<file path="src/hdl/usx_regs.svh">
// Constants of the USB stack executor and flash loader.
`ifndef USX_REGS_SVH
`define USX_REGS_SVH
`define USX_TERMINATOR 16'hFFFF
`define USX_TERM_BYTES 4
`define USX_LEN_LO_BITS 16
`define USX_LEN_HI_BITS 5
`define USX_LEN_BITS 21
`define USX_CTRL_ALIGN32_BIT 7
`define USX_SECTOR_BYTES 256
`define USX_SECTOR_XFER_BYTES 518
`define USX_SECTOR_HDR_BYTES 6
`define USX_SECTORS_SMALL 512
`define USX_SECTORS_LARGE 830
`define USX_PROG_POSITIONS 4
`define USX_CMD_STACK 8'h01
`define USX_CMD_LONGSTACK 8'h02
`define USX_CMD_FLASH 8'h03
`define USX_CMD_RESET_TOGGLE 8'h04
`endif

</file>
<file path="src/hdl/usx_pkg.sv">
// Types shared by the USB stack executor and flash loader.
package usx_pkg;
    typedef enum logic [7:0] {
        ST_IDLE = 8'b0000_0001,
        ST_LEN_LO = 8'b0000_0010,
        ST_LEN_HI = 8'b0000_0100,
        ST_EXEC = 8'b0000_1000,
        ST_WAIT_VME = 8'b0001_0000,
        ST_TERM = 8'b0010_0000,
        ST_FLASH = 8'b0100_0000,
        ST_DRAIN = 8'b1000_0000
    } usx_state_e;
    typedef logic [15:0] usx_word_t;
endpackage

</file>
<file path="src/hdl/usx_skid.sv">
// Two-entry buffer with valid and ready on both sides.
module usx_skid
    import usx_pkg::*;
#(
    parameter int WIDTH = 17
)
(
    input wire logic clk,
    input wire logic rst_n,
    input wire logic [WIDTH-1:0] in_data,
    input wire logic in_valid,
    output logic in_ready,
    output logic [WIDTH-1:0] out_data,
    output logic out_valid,
    input wire logic out_ready
);
    logic [WIDTH-1:0] mem_ff [2];
    logic wr_ff;
    logic rd_ff;
    logic [1:0] cnt_ff;
    logic push;
    logic pop;

    assign push = in_valid && (cnt_ff != 2'd2);
    assign pop = out_ready && (cnt_ff != 2'd0);
    assign in_ready = (cnt_ff != 2'd2);
    assign out_valid = (cnt_ff != 2'd0);
    assign out_data = mem_ff[rd_ff];

    always_ff @(posedge clk)
    begin
        if (push)
        begin
            mem_ff[wr_ff] <= in_data;
        end
    end

    always_ff @(posedge clk)
    begin
        if (!rst_n)
        begin
            wr_ff <= 1'b0;
            rd_ff <= 1'b0;
            cnt_ff <= 2'd0;
        end
        else
        begin
            if (push)
            begin
                wr_ff <= ~wr_ff;
            end
            if (pop)
            begin
                rd_ff <= ~rd_ff;
            end
            cnt_ff <= cnt_ff + {1'b0, push} - {1'b0, pop};
        end
    end
endmodule // usx_skid

</file>
<file path="src/hdl/usx_exec.sv">
// Command front end: stack execution, reply framing and flash sector loading.
`include "usx_regs.svh"
module usx_exec
    import usx_pkg::*;
#(
    parameter int SECTOR_COUNT_MAX = `USX_SECTORS_LARGE
)
(
    input wire logic CLK,
    input wire logic RST_N,
    input wire logic [31:0] IN_DATA,
    input wire logic [1:0] IN_SIZE,
    input wire logic IN_VALID,
    output logic IN_READY,
    output logic [15:0] VME_CMD,
    output logic VME_CMD_VALID,
    input wire logic VME_CMD_READY,
    input wire logic VME_LAST,
    input wire logic [15:0] VME_RD_DATA,
    input wire logic VME_RD_VALID,
    output logic [15:0] OUT_DATA,
    output logic OUT_VALID,
    input wire logic OUT_READY,
    input wire logic FIFO_FULL,
    input wire logic DAQ_MODE,
    input wire logic [7:0] GLOBAL_CTRL,
    input wire logic [3:0] ROTARY_POS,
    output logic FAIL_LED,
    output logic LOGIC_RESET,
    output logic [7:0] FLASH_DATA,
    output logic FLASH_WE,
    output logic [9:0] FLASH_SECTOR,
    output logic [7:0] FLASH_OFFSET,
    output logic [20:0] STACK_WORD_COUNT,
    output logic BUSY
);
    usx_state_e state_ff;
    logic [20:0] stack_word_count_ff;
    logic [15:0] len_lo_ff;
    logic [9:0] byte_cnt_ff;
    logic [9:0] sector_ff;
    logic [15:0] out_words_ff;
    logic [1:0] term_cnt_ff;
    logic [2:0] rot_ff;
    logic prog_mode_ff;
    logic rst_state_ff;
    logic [16:0] buf_in;
    logic buf_in_valid;
    logic buf_in_ready;
    logic [16:0] buf_out;
    logic buf_out_valid;
    logic rel_ok;
    logic pad_needed;
    logic [7:0] in_byte;

    // A byte-wide word is the command itself, wider words carry it in bits 15:8; the host may send it in any width.
    function automatic logic [7:0] cmd_of(input logic [31:0] w, input logic [1:0] sz);
        cmd_of = (sz == 2'd0) ? w[7:0] : w[15:8];
    endfunction

    assign in_byte = IN_DATA[7:0];

    // Rotary position is a pin and is synchronised before use.
    always_ff @(posedge CLK)
    begin
        if (!RST_N)
        begin
            rot_ff <= 3'b000;
            prog_mode_ff <= 1'b0;
        end
        else
        begin
            rot_ff <= {rot_ff[1:0], (ROTARY_POS < 4'(`USX_PROG_POSITIONS))};
            if (rot_ff[1] == rot_ff[2])
            begin
                prog_mode_ff <= rot_ff[2];
            end
        end
    end

    assign pad_needed = GLOBAL_CTRL[`USX_CTRL_ALIGN32_BIT] && out_words_ff[0];

    always_comb
    begin
        buf_in = {1'b0, VME_RD_DATA};
        buf_in_valid = 1'b0;
        if (state_ff == ST_WAIT_VME && VME_RD_VALID)
        begin
            buf_in_valid = 1'b1;
        end
        else if (state_ff == ST_TERM)
        begin
            buf_in = {1'b1, 16'(`USX_TERMINATOR)};
            buf_in_valid = 1'b1;
        end
    end

    always_ff @(posedge CLK)
    begin
        if (!RST_N)
        begin
            state_ff <= ST_IDLE;
            stack_word_count_ff <= '0;
            len_lo_ff <= '0;
            byte_cnt_ff <= '0;
            out_words_ff <= '0;
            term_cnt_ff <= '0;
            rst_state_ff <= 1'b0;
        end
        else
        begin
            case (state_ff)
                ST_IDLE:
                begin
                    out_words_ff <= '0;
                    if (IN_VALID)
                    begin
                        case (cmd_of(IN_DATA, IN_SIZE))
                            `USX_CMD_STACK:
                            begin
                                stack_word_count_ff <= 21'(IN_DATA[31:18]);
                                state_ff <= ST_EXEC;
                            end
                            `USX_CMD_LONGSTACK:
                                state_ff <= ST_LEN_LO;
                            `USX_CMD_FLASH:
                            begin
                                byte_cnt_ff <= 10'd1;
                                state_ff <= prog_mode_ff ? ST_FLASH : ST_DRAIN;
                            end
                            `USX_CMD_RESET_TOGGLE:
                                if (prog_mode_ff)
                                begin
                                    rst_state_ff <= ~rst_state_ff;
                                end
                            default:
                                state_ff <= ST_IDLE;
                        endcase
                    end
                end
                ST_LEN_LO:
                    if (IN_VALID)
                    begin
                        len_lo_ff <= IN_DATA[15:0];
                        state_ff <= ST_LEN_HI;
                    end
                ST_LEN_HI:
                    if (IN_VALID)
                    begin
                        // The count includes the high-length word, so one is taken off.
                        stack_word_count_ff <= {IN_DATA[4:0], len_lo_ff} - 21'd1;
                        state_ff <= ST_EXEC;
                    end
                ST_EXEC:
                    if (stack_word_count_ff == '0)
                    begin
                        state_ff <= ST_WAIT_VME;
                    end
                    else if (IN_VALID && VME_CMD_READY)
                    begin
                        stack_word_count_ff <= stack_word_count_ff - 21'd1;
                    end
                ST_WAIT_VME:
                begin
                    if (VME_RD_VALID && buf_in_ready)
                    begin
                        out_words_ff <= out_words_ff + 16'd1;
                    end
                    if (VME_LAST)
                    begin
                        term_cnt_ff <= pad_needed ? 2'd3 : 2'd2;
                        state_ff <= ST_TERM;
                    end
                end
                ST_TERM:
                    if (buf_in_ready)
                    begin
                        // Two 16-bit terminator words give the 4 trailing bytes; a third is sent when 32-bit alignment needs a pad.
                        term_cnt_ff <= term_cnt_ff - 2'd1;
                        if (term_cnt_ff == 2'd1)
                        begin
                            state_ff <= ST_IDLE;
                        end
                    end
                ST_FLASH, ST_DRAIN:
                    if (IN_VALID)
                    begin
                        byte_cnt_ff <= byte_cnt_ff + 10'd1;
                        if (byte_cnt_ff == 10'(`USX_SECTOR_XFER_BYTES - 1))
                        begin
                            state_ff <= ST_IDLE;
                        end
                    end
                default:
                    state_ff <= ST_IDLE;
            endcase
        end
    end

    // Flash write strobes fall on the 256 data bytes only.
    always_ff @(posedge CLK)
    begin
        if (!RST_N)
        begin
            FLASH_WE <= 1'b0;
            FLASH_DATA <= '0;
            FLASH_OFFSET <= '0;
            sector_ff <= '0;
        end
        else
        begin
            FLASH_WE <= 1'b0;
            if (state_ff == ST_FLASH && IN_VALID &&
                byte_cnt_ff >= 10'(`USX_SECTOR_HDR_BYTES) &&
                byte_cnt_ff < 10'(`USX_SECTOR_HDR_BYTES + `USX_SECTOR_BYTES))
            begin
                FLASH_WE <= 1'b1;
                FLASH_DATA <= in_byte;
                FLASH_OFFSET <= 8'(byte_cnt_ff - 10'(`USX_SECTOR_HDR_BYTES));
            end
            if (state_ff == ST_FLASH && IN_VALID &&
                byte_cnt_ff == 10'(`USX_SECTOR_XFER_BYTES - 1))
            begin
                // Wraps after sector SECTOR_COUNT_MAX - 1, by default the last sector of the larger image.
                sector_ff <= (sector_ff == 10'(SECTOR_COUNT_MAX - 1)) ? '0
                             : sector_ff + 10'd1;
            end
        end
    end

    usx_skid #(.WIDTH(17)) u_skid (
        .clk(CLK),
        .rst_n(RST_N),
        .in_data(buf_in),
        .in_valid(buf_in_valid),
        .in_ready(buf_in_ready),
        .out_data(buf_out),
        .out_valid(buf_out_valid),
        .out_ready(OUT_READY && !OUT_VALID && rel_ok)
    );

    // Acquisition mode holds data back until the full flag releases it.
    assign rel_ok = !DAQ_MODE || FIFO_FULL;

    always_ff @(posedge CLK)
    begin
        if (!RST_N)
        begin
            OUT_VALID <= 1'b0;
            OUT_DATA <= '0;
            VME_CMD_VALID <= 1'b0;
            VME_CMD <= '0;
            IN_READY <= 1'b0;
            FAIL_LED <= 1'b0;
            LOGIC_RESET <= 1'b0;
            FLASH_SECTOR <= '0;
            STACK_WORD_COUNT <= '0;
            BUSY <= 1'b0;
        end
        else
        begin
            if (OUT_VALID)
            begin
                OUT_VALID <= 1'b0;
            end
            else if (OUT_READY && rel_ok && buf_out_valid)
            begin
                OUT_VALID <= 1'b1;
                OUT_DATA <= buf_out[15:0];
            end
            VME_CMD_VALID <= (state_ff == ST_EXEC) && IN_VALID &&
                             (stack_word_count_ff != '0) && VME_CMD_READY;
            VME_CMD <= IN_DATA[15:0];
            IN_READY <= (state_ff != ST_WAIT_VME) && (state_ff != ST_TERM);
            FAIL_LED <= prog_mode_ff;
            LOGIC_RESET <= rst_state_ff;
            FLASH_SECTOR <= sector_ff;
            STACK_WORD_COUNT <= stack_word_count_ff;
            BUSY <= (state_ff != ST_IDLE);
        end
    end
endmodule // usx_exec

</file>
<file path="config.mk">
export PLATFORM = sky130hd
export DESIGN_NAME = usx_exec
export DESIGN_NICKNAME = d
export VERILOG_FILES = /design/src/hdl/usx_pkg.sv /design/src/hdl/usx_skid.sv /design/src/hdl/usx_exec.sv
export VERILOG_INCLUDE_DIRS = /design/src /design/src/hdl
export SDC_FILE = /design/constraint.sdc
export NUM_CORES = 1
export LEC_CHECK = 0
export BUFFER_PORTS_ARGS = -buffer_cell sky130_fd_sc_hd__buf_2
export CAP_MARGIN = 25
export CORE_ASPECT_RATIO = 1.1
export CORE_MARGIN = 5
export CORE_UTILIZATION = 50
export CTS_CLUSTER_SIZE = 28
export DETAILED_ROUTE_END_ITERATION = 8
export HOLD_SLACK_MARGIN = 0.06
export PLACE_DENSITY = 0.85
export SETUP_SLACK_MARGIN = 0.3
export SYNTH_ARGS = -nofsm -noshare
export SYNTH_HDL_FRONTEND = slang
export SYNTH_SLANG_ARGS = --single-unit
</file>
<file path="constraint.sdc">
create_clock -name CLK -period 4.3 [get_ports CLK]
set_input_delay 0.86 -clock CLK [delete_from_list [all_inputs] [get_ports CLK]]
set_output_delay 0.86 -clock CLK [all_outputs]
set_load 0.05 [all_outputs]
</file>
* Word level (Yosys, flattened, before mapping) *
Memory sizes are Yosys's and may differ from the RTL's. A register that Yosys moved wholly into a read port is not among the register bits.
Index checks and enable logic that the tools add are counted.

word-level totals
  output and inout bits = 86
  memories = 1
  bits in writable memories = 34
  input port bits = 71
  register bits = 162

memories
  name           words  width  read ports  clocked after memory_dff  wr ports  RTL line        text
  u_skid.mem_ff  2      17     1           1                         1         usx_skid.sv:17  logic [WIDTH-1:0] mem_ff [2];

operators by class
  $lt $le $gt $ge = 3
  bitwise operators = 5
  equal/unequal tests = 35
  reduce and logical (&&, ||, !) cells = 40
  $add $sub $neg = 9
  mux-type cells = 38

operator list
  operator                                                                       count
  21-bit 2-to-1 mux                                                              5
  8-bit 2-to-1 mux                                                               11
  21-bit one-hot mux with 3 select lines                                         1
  8-bit one-hot mux with 7 select lines                                          1
  21-bit by 1-bit subtractor with 21-bit output, second input constant           2
  10-bit 2-to-1 mux                                                              4
  17-bit 2-to-1 mux                                                              2
  16-bit one-hot mux with 2 select lines                                         1
  8-bit one-hot mux with 4 select lines                                          1
  8-bit by 2-bit equality test with 1-bit output, second input constant          3
  2-bit inequality test, second input constant                                   12
  21-bit logical NOT                                                             1
  21-bit nonzero test                                                            1
  10-bit by 1-bit adder with 10-bit output, second input constant                2
  10-bit equality test, second input constant                                    2
  10-bit one-hot mux with 2 select lines                                         1
  1-bit logical AND                                                              18
  16-bit by 1-bit adder with 16-bit output, second input constant                1
  8-bit by 1-bit equality test with 1-bit output, second input constant          2
  8-bit by 3-bit equality test with 1-bit output, second input constant          2
  16-bit 2-to-1 mux                                                              1
  10-bit by 3-bit >= comparator with 1-bit output, second input constant         1
  10-bit by 9-bit less-than comparator with 1-bit output, second input constant  1
  10-bit AND reduction                                                           1
  30 further kinds                                                               53

* Depth between registers and ports, before layout *
  depth in word-level cells = 6
  depth in mapped cells = 15
  mapped depth without buffers = 11

* Hierarchy *
Synthesis repeated with hierarchy kept, for this count alone.

unflattened totals
  cells, all modules = 896
  area, all modules = 8667.1 um^2

by module, submodules not included
  module    instances  cells an instance  area each (um^2)
  usx_exec  1          819                7150.6
  usx_skid  1          77                 1516.5

* Worst setup path before layout *
Ideal clock, no wire load.

  path kind = reg2reg
  start point = register state_ff[6]
  end point = register stack_word_count_ff[18]
  required time = 4.181 ns
  cell stages (with the launch flop) = 16
  path slack = -0.031 ns
  arrival = 4.212 ns
  buffers on the path = 4
  path through = dfxtp_1 -> clkbuf_1 -> nor4_1 -> and3_1 -> clkbuf_1 -> buf_1 -> mux2i_1 -> ha_1 -> or4b_2 -> clkbuf_1 -> nor3_1 -> mux2_2 -> a21boi_0 -> xor2_1 -> a32oi_1 -> nand2_1

between the ends
  cells in the longest elaborated chain, start to end = 3
  elaborated cells between the ends (all ways) = 11

RTL lines
  element                                                                                   RTL line         text
  start, declared                                                                           usx_exec.sv:37   usx_state_e state_ff;
  start signal, assigned                                                                    usx_exec.sv:129  state_ff <= prog_mode_ff ? ST_FLASH : ST_DRAIN;
  8-bit by 1-bit equality test with 1-bit output, or another cell as far along              usx_exec.sv:112  case (state_ff)
  2-bit by 1-bit inequality test with 1-bit output (no line), or another cell as far along  -
  6-bit AND reduction (no line)                                                             -
  end signal, assigned                                                                      usx_exec.sv:121  stack_word_count_ff <= 21'(IN_DATA[31:18]);
  end signal, assigned                                                                      usx_exec.sv:151  stack_word_count_ff <= {IN_DATA[4:0], len_lo_ff} - 21'd1;
  end signal, assigned                                                                      usx_exec.sv:161  stack_word_count_ff <= stack_word_count_ff - 21'd1;
  end, declared                                                                             usx_exec.sv:38   logic [20:0] stack_word_count_ff;

Parallel ways exist; a longest one is shown, timed or not.
A chain may end at the register's enable or synchronous reset.

* Final worst setup path *
  start point = register state_ff[7]
  end point = register stack_word_count_ff[18]

Same word-level chain as after synthesis.

==> results_dict.tcl <==
set metrics [dict create \
    status "completed" \
    drc 0 \
    overflow 0 \
    fp.coreArea_um2 16400 \
    grt_pass1_wl_um 33100 \
    cp-start-kind "flip-flop" \
    io_buffer_count 145 \
    fin_nets 1120 \
    cts_tree "yes" \
    max_stage_delay_ns 0.71 \
    drt-pass1-iter-count 5 \
    path_cells "nor4_4 -> and3_2 -> mux2i_1 -> ha_1 -> or4b_2 -> nor3_1 -> mux2_2 -> a21boi_0 -> xor2_1 -> a32oi_1 -> nand2_1" \
    crit_buf_inv 0 \
    multiInputGateArea_um2 3960 \
    cts_max_level 4 \
    wl_um 20300 \
    cp_data_required_time_ns 4.64 \
    ys_async_sr_fraction 0 \
    cts-buffers-inserted 17 \
    p_leak_nw 4.15 \
    first_iter_violations 624 \
    cts.path.max_buffers 2 \
    n_fill_cell 1371 \
    fin_setup_tns_ns 0 \
    ys_warn_count 0 \
    grt_max_degree 66 \
    synth_enable_flop_cells 32 \
    setup_viol 0 \
    place_congestion 0.897 \
    path_class "flip-flop to flip-flop" \
    cp_slowest_cell "or4b_2" \
    die_h_um 146 \
    syn_area_um2 8410 \
    vdd_drop_max_uv 266 \
    relSlewSlack 0.323 \
    die_x_um 134 \
    path_delay_family "simple AND/OR/NAND/NOR gates" \
    tightestPinTransition_ns 1.01 \
    top_level_ports 157 \
    rsz0062_at_grt "no" \
    period_needed_ns 3.78 \
    clock-root-buffer "clkbuf_16" \
    track_usage 0.206 \
    slew_viol_final 0 \
    synth_cell_types 57 \
    seqCellArea_um2 4220 \
    skew_ns 0.0104 \
    ys.flop_type "dfxtp_1" \
    max_freq_mhz 264 \
    power.density_nw_per_um2 372 \
    place.detailed.hpwl_um 14400 \
    synth_cells 916 \
    hold_path.class "flip-flop to flip-flop" \
    period_share 0.879 \
    syn_to_final_growth_pct 18.2 \
    grt_pass1_vias 6671 \
    ys_ff_latch 195 \
    critPathMaxFanout 7 \
    final_common_cell "dfxtp_1" \
    clkTransAtPathRegs_ns 0.09 \
    total_power_mw 3.69 \
    start_util 0.512 \
    syn_nets 997 \
    ys_seq_area_frac 0.502 \
    layout_common_cells "dfxtp_1, buf_2, nor2_1, nand2_1, a21oi_1" \
    insertion_delay_ns 0.45 \
    rows 49 \
    syn_area_per_cell_um2 9.18 \
    drive_gt1_frac 0.196 \
    arrival_ns 4.12 \
    vias 7130 \
    dieArea_um2 19500 \
    vias_per_cell 5.67 \
    wl_per_cell_um 16.1 \
    drv_cap 0 \
    hold_viol 0 \
    antenna_found_initial 2 \
    antenna_left 0 \
    endpoint_kind "flip-flop" \
    clock_sinks 195 \
]
-- cells in the mapped netlist, drive strengths merged, types with 2 or more instances --
cell type / count / area share
dfxtp: 163 / 0.39
nor2: 108 / 0.048
nand2: 90 / 0.040
a21oi: 55 / 0.033
and2: 49 / 0.037
clkbuf: 48 / 0.021
edfxtp: 32 / 0.11
mux2i: 32 / 0.038
o21ai: 28 / 0.017
xor2: 24 / 0.025
nand3: 23 / 0.014
nand2b: 22 / 0.016
a211oi: 21 / 0.019
xnor2: 20 / 0.021
nor3: 17 / 0.010
or3: 17 / 0.013
inv: 16 / 0.0071
nor4: 15 / 0.011
or4: 15 / 0.015
nand4: 13 / 0.0097
o211ai: 12 / 0.011
ha: 10 / 0.015
and3: 8 / 0.0060
a311oi: 7 / 0.0073
a31oi: 7 / 0.0052
nor2b: 6 / 0.0045
o22ai: 6 / 0.0045
o31ai: 5 / 0.0045
nor4b: 4 / 0.0042
or2: 4 / 0.0030
buf: 3 / 0.0013
nand3b: 3 / 0.0027
nor3b: 3 / 0.0027
o32ai: 3 / 0.0031
or4b: 3 / 0.0036
a21boi: 2 / 0.0018
a32oi: 2 / 0.0021
mux2: 2 / 0.0027
o221a: 2 / 0.0027
o22a: 2 / 0.0021
o41ai: 2 / 0.0021
-- worst min-delay path: stages, from the launching register on --
cell	delay [ns]
dfxtp_1	0.33
a21oi_1	0.04
nor2_1	0.07
-- power breakdown --
part	switching [mW]	leakage [nW]	internal (mW)
Sequential	0.00602	1.61	1.86
Clock	0.834	0.309	0.819
Combinational	0.118	2.23	0.0546
-- cell type report --
type / instances / share of cell area
clock buffers: 17 / 0.0428
well taps: 204 / 0.0257
repair buffers: 155 / 0.0806
diodes: 1 / 0.000252
inverters: 17 / 0.00642
multi-input cells: 653 / 0.398
clock inverters: 15 / 0.0210
flip-flops and latches: 195 / 0.425
-- cell families after synthesis --
logic type | after synthesis | share of synthesized area
and+or+nand+nor | 404 | 0.244
AOI/OAI and AO/OA | 161 | 0.121
xor gates and xnor gates | 44 | 0.0458
buffers and inverters | 68 | 0.0304
DFF | 195 | 0.502
adders and majority gates | 10 | 0.0149
muxes | 34 | 0.0408
-- per-layer routing --
layer	up-vias	part of all wire	global-route usage
li1	3494	-	-
met1	3314	0.43	0.270
met2	279	0.48	0.338
met3	39	0.082	0.0530
met4	4	0.016	0.0612
met5	-	0.0010	0
-- through the flow --
stage / std cells / hold slack [ns] / util / area [um^2] / setup WS, ns
after floorplan: 916 / 0.412 / - / 8430 / 0.398
after global placement: 1222 / 0.444 / 0.565 / 9280 / 0.561
after detailed placement: 1222 / 0.456 / 0.565 / 9280 / 0.423
after CTS: 1254 / 0.479 / 0.603 / 9910 / 0.362
final: 1257 / 0.476 / 0.605 / 9940 / 0.519
after global routing: 1256 / 0.509 / 0.605 / 9930 / 0.363
-- state kept, by name, indices dropped and copies added, names as in the netlist, 2 cells and up --
register	cells
FLASH_DATA	8
FLASH_OFFSET	8
FLASH_SECTOR	10
OUT_DATA	16
STACK_WORD_COUNT	21
VME_CMD	16
byte_cnt_ff	10
len_lo_ff	16
rot_ff	3
sector_ff	10
stack_word_count_ff	21
state_ff	8
term_cnt_ff	2
u_skid.cnt_ff	2
u_skid.mem_ff	32
-- worst paths after layout --
check | startpoint | to | slack, ns | cells after the start
setup / recovery | state_ff[7] | stack_word_count_ff[18] | 0.52 | 11
hold / removal | term_cnt_ff[1] | term_cnt_ff[1] | 0.48 | 2
setup reg to reg | state_ff[7] | stack_word_count_ff[18] | 0.52 | 11
hold reg to reg | term_cnt_ff[1] | term_cnt_ff[1] | 0.48 | 2
-- what timing repair did --
action                                 in CTS  in global routing
buffers inserted                            0                  2
setup endpoints to repair                   0                  5
endpoints found under the hold margin       0                  0
hold buffers                                0                  0
gates resized for setup                     0                  2
(Power assumes the default switching activity.)
